===== src/pmr_pkg.sv =====
// Constants for the port-one management status register view.
// Assumes one system clock and a plain 16-bit register port.

package pmr_pkg;

	// ==================================================
	// Bus shape
	localparam int unsigned ADDR_W = 8;
	localparam int unsigned DATA_W = 16;

	// ==================================================
	// Register offsets
	localparam logic [7:0] OFF_BASIC_STATUS = 8'h02;
	localparam logic [7:0] OFF_IDENT_LOW    = 8'h04;
	localparam logic [7:0] OFF_IDENT_HIGH   = 8'h06;
	localparam logic [7:0] OFF_ADVERTISE    = 8'h08;
	localparam logic [7:0] OFF_PARTNER      = 8'h0A;
	localparam logic [7:0] OFF_AN_CTRL      = 8'h0C;
	localparam logic [7:0] OFF_IRQ_STATUS   = 8'h0E;
	localparam logic [7:0] OFF_IRQ_MASK     = 8'h10;

	// ==================================================
	// Basic status field positions
	localparam int unsigned BS_T4      = 15;
	localparam int unsigned BS_100F    = 14;
	localparam int unsigned BS_100H    = 13;
	localparam int unsigned BS_10F     = 12;
	localparam int unsigned BS_10H     = 11;
	localparam int unsigned BS_AN_DONE = 5;
	localparam int unsigned BS_AN_ABLE = 3;
	localparam int unsigned BS_LINK    = 2;

	// ==================================================
	// Ability fields: mirrored bit i sits at ABIL_POS[i]
	localparam int unsigned ABIL_N = 5;
	localparam int unsigned ABIL_POS [0:4] = '{5, 6, 7, 8, 10};
	localparam logic [4:0]  SELECTOR_VAL  = 5'h01;

	// ==================================================
	// Own control and event fields
	localparam int unsigned AN_EN_BIT = 0;
	localparam int unsigned EV_LINK    = 0;
	localparam int unsigned EV_AN_DONE = 1;
	localparam int unsigned EV_PARTNER = 2;
	localparam int unsigned EV_W       = 3;

	// ==================================================
	// Reset values
	localparam logic [4:0]  ADV_RESET      = 5'h1F;
	localparam logic        AN_EN_RESET    = 1'b1;
	localparam logic [2:0]  IRQ_MASK_RESET = 3'h0;
	localparam logic [15:0] DATA_ZERO      = 16'h0000;

endpackage


===== src/pmr_port1_regs.sv =====
// Port-one management status register view with event interrupt.
// Assumes the mirrored bank drives link, completion and partner state
// synchronously to ref_clk_in.
//
// Chosen here: strobed register access.

`timescale 1ns/1ps
`default_nettype none

module pmr_port1_regs
	import pmr_pkg::*;
#(
	// Arbitrary neutral identifier values
	parameter logic [15:0] IDENT_LOW  = 16'h5A3C,
	parameter logic [15:0] IDENT_HIGH = 16'h00C7
) (
	input  wire logic              ref_clk_in,
	input  wire logic              rst_in,
	input  wire logic [ADDR_W-1:0] reg_addr_in,
	input  wire logic [DATA_W-1:0] reg_wdata_in,
	input  wire logic              reg_wr_in,
	input  wire logic              reg_rd_in,
	output var  logic [DATA_W-1:0] reg_rdata_out,
	input  wire logic              an_complete_in,
	input  wire logic              link_up_in,
	input  wire logic [ABIL_N-1:0] partner_ability_in,
	input  wire logic              mirror_ctrl_wr_in,
	input  wire logic [ABIL_N-1:0] mirror_ctrl_wdata_in,
	output var  logic [ABIL_N-1:0] advertise_ctrl_out,
	output var  logic [ABIL_N-1:0] advertise_active_out,
	output var  logic              an_enable_out,
	output var  logic              irq_out
);

	// ==================================================
	// Declarations
	logic [ABIL_N-1:0] adv_q;
	logic [ABIL_N-1:0] adv_d;
	logic              an_en_q;
	logic              link_q;
	logic              an_done_q;
	logic [ABIL_N-1:0] partner_q;
	logic [ABIL_N-1:0] partner_d;
	logic [EV_W-1:0]   irq_status_q;
	logic [EV_W-1:0]   irq_status_d;
	logic [EV_W-1:0]   irq_mask_q;
	logic [EV_W-1:0]   irq_mask_d;
	logic [EV_W-1:0]   event_set;
	logic [DATA_W-1:0] basic_word;
	logic [DATA_W-1:0] adv_word;
	logic [DATA_W-1:0] partner_word;
	logic [DATA_W-1:0] rd_word;
	logic [ABIL_N-1:0] adv_wr_bits;
	logic              wr_adv;
	logic              wr_an_ctrl;
	logic              wr_irq_status;
	logic              wr_irq_mask;

	assign wr_adv        = reg_wr_in && (reg_addr_in == OFF_ADVERTISE);
	assign wr_an_ctrl    = reg_wr_in && (reg_addr_in == OFF_AN_CTRL);
	assign wr_irq_status = reg_wr_in && (reg_addr_in == OFF_IRQ_STATUS);
	assign wr_irq_mask   = reg_wr_in && (reg_addr_in == OFF_IRQ_MASK);

	// ==================================================
	// Ability field mapping, one bit per mirrored position
	for (genvar i = 0; i < ABIL_N; i++) begin : g_abil
		assign adv_wr_bits[i] = reg_wdata_in[ABIL_POS[i]];
	end

	always_comb begin
		adv_word     = {11'h000, SELECTOR_VAL};
		partner_word = {11'h000, SELECTOR_VAL};
		for (int i = 0; i < ABIL_N; i++) begin
			adv_word[ABIL_POS[i]]     = adv_q[i];
			partner_word[ABIL_POS[i]] = partner_q[i];
		end
	end

	// ==================================================
	// Basic status word; only the listed bits are ever set
	always_comb begin
		basic_word             = DATA_ZERO;
		basic_word[BS_100F]    = 1'b1;
		basic_word[BS_100H]    = 1'b1;
		basic_word[BS_10F]     = 1'b1;
		basic_word[BS_10H]     = 1'b1;
		basic_word[BS_AN_DONE] = an_done_q;
		basic_word[BS_AN_ABLE] = 1'b1;
		basic_word[BS_LINK]    = link_q;
	end

	// ==================================================
	// Shared advertisement storage
	// Host write wins over a same-cycle mirrored-bank write
	always_comb begin
		adv_d = adv_q;
		if (wr_adv) begin
			adv_d = adv_wr_bits;
		end else if (mirror_ctrl_wr_in) begin
			adv_d = mirror_ctrl_wdata_in;
		end
	end

	always_ff @(posedge ref_clk_in or posedge rst_in) begin
		if (rst_in) begin
			adv_q <= ADV_RESET;
		end else begin
			adv_q <= adv_d;
		end
	end

	// ==================================================
	// Auto-negotiation enable
	always_ff @(posedge ref_clk_in or posedge rst_in) begin
		if (rst_in) begin
			an_en_q <= AN_EN_RESET;
		end else if (wr_an_ctrl) begin
			an_en_q <= reg_wdata_in[AN_EN_BIT];
		end
	end

	// ==================================================
	// Mirrored state capture
	// Partner ability is meaningless without negotiation, so it is held clear
	assign partner_d = an_en_q ? partner_ability_in : '0;

	always_ff @(posedge ref_clk_in or posedge rst_in) begin
		if (rst_in) begin
			link_q    <= 1'b0;
			an_done_q <= 1'b0;
			partner_q <= '0;
		end else begin
			link_q    <= link_up_in;
			an_done_q <= an_complete_in;
			partner_q <= partner_d;
		end
	end

	// ==================================================
	// Events and interrupt
	assign event_set[EV_LINK]    = link_q != link_up_in;
	assign event_set[EV_AN_DONE] = an_complete_in && !an_done_q;
	assign event_set[EV_PARTNER] = partner_q != partner_d;

	// Set beats write-one-to-clear so no event is lost
	always_comb begin
		irq_status_d = irq_status_q;
		if (wr_irq_status) begin
			irq_status_d = irq_status_q & ~reg_wdata_in[EV_W-1:0];
		end
		irq_status_d = irq_status_d | event_set;
		irq_mask_d = wr_irq_mask ? reg_wdata_in[EV_W-1:0] : irq_mask_q;
	end

	always_ff @(posedge ref_clk_in or posedge rst_in) begin
		if (rst_in) begin
			irq_status_q <= '0;
			irq_mask_q   <= IRQ_MASK_RESET;
			irq_out      <= 1'b0;
		end else begin
			irq_status_q <= irq_status_d;
			irq_mask_q   <= irq_mask_d;
			irq_out      <= |(irq_status_d & irq_mask_d);
		end
	end

	// ==================================================
	// Read port; writes to read-only offsets fall through untouched
	always_comb begin
		unique case (reg_addr_in)
			OFF_BASIC_STATUS: rd_word = basic_word;
			OFF_IDENT_LOW:    rd_word = IDENT_LOW;
			OFF_IDENT_HIGH:   rd_word = IDENT_HIGH;
			OFF_ADVERTISE:    rd_word = adv_word;
			OFF_PARTNER:      rd_word = partner_word;
			OFF_AN_CTRL:      rd_word = {15'h0000, an_en_q};
			OFF_IRQ_STATUS:   rd_word = {13'h0000, irq_status_q};
			OFF_IRQ_MASK:     rd_word = {13'h0000, irq_mask_q};
			default:          rd_word = DATA_ZERO;
		endcase
	end

	// Data stands for exactly the cycle after the strobe
	always_ff @(posedge ref_clk_in or posedge rst_in) begin
		if (rst_in) begin
			reg_rdata_out <= DATA_ZERO;
		end else begin
			reg_rdata_out <= reg_rd_in ? rd_word : DATA_ZERO;
		end
	end

	// ==================================================
	// Outputs toward the link logic and mirrored bank
	always_ff @(posedge ref_clk_in or posedge rst_in) begin
		if (rst_in) begin
			advertise_ctrl_out   <= ADV_RESET;
			advertise_active_out <= ADV_RESET;
			an_enable_out        <= AN_EN_RESET;
		end else begin
			advertise_ctrl_out   <= adv_d;
			advertise_active_out <= an_en_q ? adv_d : '0;
			an_enable_out        <= an_en_q;
		end
	end

endmodule

`default_nettype wire


===== config.mk =====
export PLATFORM = sky130hd
export DESIGN_NAME = pmr_port1_regs
export DESIGN_NICKNAME = d
export VERILOG_FILES = /design/src/pmr_pkg.sv /design/src/pmr_port1_regs.sv
export SDC_FILE = /design/constraint.sdc
export NUM_CORES = 1
export LEC_CHECK = 0
export BUFFER_PORTS_ARGS = -buffer_cell sky130_fd_sc_hd__buf_4
export CORE_ASPECT_RATIO = 0.6
export CORE_MARGIN = 5
export CORE_UTILIZATION = 47
export CTS_BUF_LIST = sky130_fd_sc_hd__clkbuf_16
export CTS_CLUSTER_DIAMETER = 60
export DETAILED_ROUTE_END_ITERATION = 10
export GPL_TIMING_DRIVEN = 0
export PLACE_DENSITY_LB_ADDON = 0.2
export SLEW_MARGIN = 20
export SYNTH_ARGS = -nofsm -noshare
export SYNTH_HDL_FRONTEND = slang
export SYNTH_SLANG_ARGS = --single-unit

===== constraint.sdc =====
create_clock -name ref_clk_in -period 1.7 [get_ports ref_clk_in]
set_input_delay 0.51 -clock ref_clk_in [delete_from_list [all_inputs] [get_ports ref_clk_in]]
set_output_delay 0.51 -clock ref_clk_in [all_outputs]
set_load 0.02 [all_outputs]

==> flow_metrics.env <==
export IMPL_wl_um=4680
export IMPL_timing_hold_violations_final=0
export IMPL_crit_fanout=10
export IMPL_critPathArrivalTime_ps=1970
export IMPL_vias_per_cell=5.43
export IMPL_ys_seq_area_share_pct=51.6
export IMPL_async_reset_ff_share_pct=100
export IMPL_final_cell_mix="63 x buf_4, 25 x dfrtp_1, 12 x dfstp_2, 9 x nand2_1"
export IMPL_max_freq_ghz=0.554
export IMPL_globalplace_congestion=0.891
export IMPL_ys_ff_latch=37
export IMPL_io_buffers=58
export IMPL_critical_path_slowest_cell="a221o_1"
export IMPL_p_total_w=0.00222
export IMPL_layout_area_seq_um2=941
export IMPL_cts_made_buffers=5
export IMPL_dieArea_um2=5260
export IMPL_ys_types=45
export IMPL_syn_to_final_growth_pct=40.9
export IMPL_critPathCaptureType="flip-flop"
export IMPL_crit_chain="buf_4 -> clkbuf_2 -> and3b_2 -> nand4_1 -> a221o_1 -> a22o_1 -> a21o_1"
export IMPL_num_antenna_cells=0
export IMPL_drc=0
export IMPL_num_nets_final=274
export IMPL_fp_coreArea_um2=3700
export IMPL_ir_drop_uv=475
export IMPL_insertion_delay_ps=280
export IMPL_initialDrtViolationCount=100
export IMPL_cp_num_buf_inv=2
export IMPL_initial_core_util_pct=49.2
export IMPL_grt_overflow=0
export IMPL_fp_dieW_um=90.4
export IMPL_finClkSkew_ps=5.36
export IMPL_synth_nets=205
export IMPL_postRouteAntennaNets=0
export IMPL_synthFlopType="dfrtp_1"
export IMPL_cp_data_required_time_ps=1870
export IMPL_track_usage_pct=18.7
export IMPL_reg2reg_setup_slack_ps=200
export IMPL_multi_input_area_um2=813
export IMPL_yosysTopAreaCellShare_pct=34.3
export IMPL_dr_pass1_iters=4
export IMPL_antenna_found_initial=0
export IMPL_cts_root_buffer="clkbuf_16"
export IMPL_grt_max_degree=38
export IMPL_maxCapViolations=0
export IMPL_tightest_slew_ps=752
export IMPL_drive_above_1_share_pct=47.0
export IMPL_ys_warnings_count=0
export IMPL_maxSlewViolCount=0
export IMPL_rsz0062_at_grt="true"
export IMPL_dp_hpwl_um=3300
export IMPL_post_route_period_util_pct=106
export IMPL_crit_path_start_kind="primary input"
export IMPL_dpl_worst_slack_ps=-470
export IMPL_ys_top_cells_by_area="dfrtp_1 34%, dfstp_2 17%, mux2i_1 3.8%"
export IMPL_finalCriticalPeriod_ps=1800
export IMPL_clk_pin_slew_worst_paths_ps=50
export IMPL_final_common_cell="buf_4"
export IMPL_htree_levels=2
export IMPL_hold_buffers=0
export IMPL_synth_cells=164
export IMPL_status="finished, violations left"
export IMPL_leakage_nw=1.23
export IMPL_synth_avg_cell_area_um2=11.1
export IMPL_clock_sinks=37
export IMPL_criticalPathCategory="primary input to flip-flop"
export IMPL_grt_pass1_wl_um=7730
export IMPL_n_fill_cell=279
export IMPL_row_count=17
export IMPL_io_pins=69
export IMPL_dr_total_vias=1527
export IMPL_holdCritPathClass="primary input to flip-flop"
export IMPL_first_global_vias=1550
export IMPL_netlist_area_um2=1820
export IMPL_setup_violations=7
export IMPL_yosysTopAreaCell="dfrtp_1"
export IMPL_path_delay_family="compound AO/OA/AOI/OAI gates"
export IMPL_post_drt_wl_per_cell_um=16.7
export IMPL_die_h_um=58.2
export IMPL_setup_ws_ps=-105
export IMPL_synth_edff_count=0
export IMPL_max_slew_margin_rel_pct=49.8
export IMPL_clk_path_buf_depth=2
export IMPL_power_density_nw_per_um2=865
export IMPL_max_stage_delay_ps=370
export IMPL_cts_tree="done"
export IMPL_violations="negative setup slack"
==> synth_stat cells (6+ instances only) <==
cell      number
nor2_1         7
clkbuf_1       6
a21oi_1        6
nand2_1       14
mux2_2         6
mux2i_1        7
dfrtp_1       25
nor3_1         6
dfstp_2       12
==> worst reg2reg max path: cells and delay by family, from the launching register on <==
kind | cells | cell delay [ps]
compound gates | 2 | 310
xor+xnor | 1 | 110
flops | 1 | 660
simple gates | 2 | 320
==> metrics by stage <==
step | hold WS [ps] | setup TNS (ps) | util, % | area [um2] | instances
floorplan | 358 | -2060 | - | 1820 | 164
global placement | 364 | -7160 | 62.6 | 2320 | 269
detailed placement | 370 | -6110 | 62.6 | 2320 | 269
CTS | 350 | -166 | 68.4 | 2530 | 280
global route | 345 | -1130 | 69.4 | 2570 | 281
finish | 352 | -262 | 69.4 | 2570 | 281
==> flip-flops by register name, summed over array words and instances, names as in the netlist <==
register and cells:
irq_status_q 3, an_enable_out 1, an_done_q 1, irq_mask_q 3, link_q 1, reg_rdata_out 11
partner_q 5, irq_out 1, an_en_q 1, advertise_ctrl_out 5, advertise_active_out 5
==> report_power, final <==
group / internal [W] / switching (W)
clock network: 0.000529 / 0.000328
registers: 0.000951 / 0.0000370
logic: 0.000186 / 0.000190
==> worst paths after layout <==
kind / to / cells after the start / start
max: irq_out / 7 / reg_addr_in[4]
max reg2reg: irq_out / 5 / an_en_q
min in group asynchronous: partner_q[4] / 2 / rst_in
min reg2reg: an_enable_out / 0 / an_en_q
max in group asynchronous: reg_rdata_out[6] / 2 / rst_in
min: link_q / 1 / link_up_in
==> area by class of cell <==
type | instances | share of cell area, %
inverters | 4 | 0.585
multi-input cells | 109 | 31.7
repair buffers | 64 | 20.4
flip-flops and latches | 37 | 36.6
plain buffers | 12 | 3.07
clock inverters | 3 | 0.487
well taps | 47 | 2.29
clock buffers | 5 | 4.87
==> layer usage <==
layer	vias up	part of all wire, %	GRT usage (%)
met4	0	1.4	6.16
met3	9	7.6	6.23
met2	57	48	29.8
met5	-	0	0
met1	745	43	24.3
li1	716	-	-
==> cell families after synthesis <==
kind of cell	after synthesis	share of synthesized area (%)
other	1	0.206
muxes	13	7.55
buffers and inverters	18	5.77
AOI/OAI and AO/OA	31	12.6
and+or+nand+nor	59	19.8
xor gates and xnor gates	5	2.40
DFF	37	51.6
==> what timing repair did <==
item                                    in CTS  in global routing
pin swaps                                    7                  1
endpoints found under the setup margin      12                 14
gates resized for setup                     10                 10
buffers inserted                             4                  1
gates cloned                                 1                  0
(Power assumes the default switching activity.)
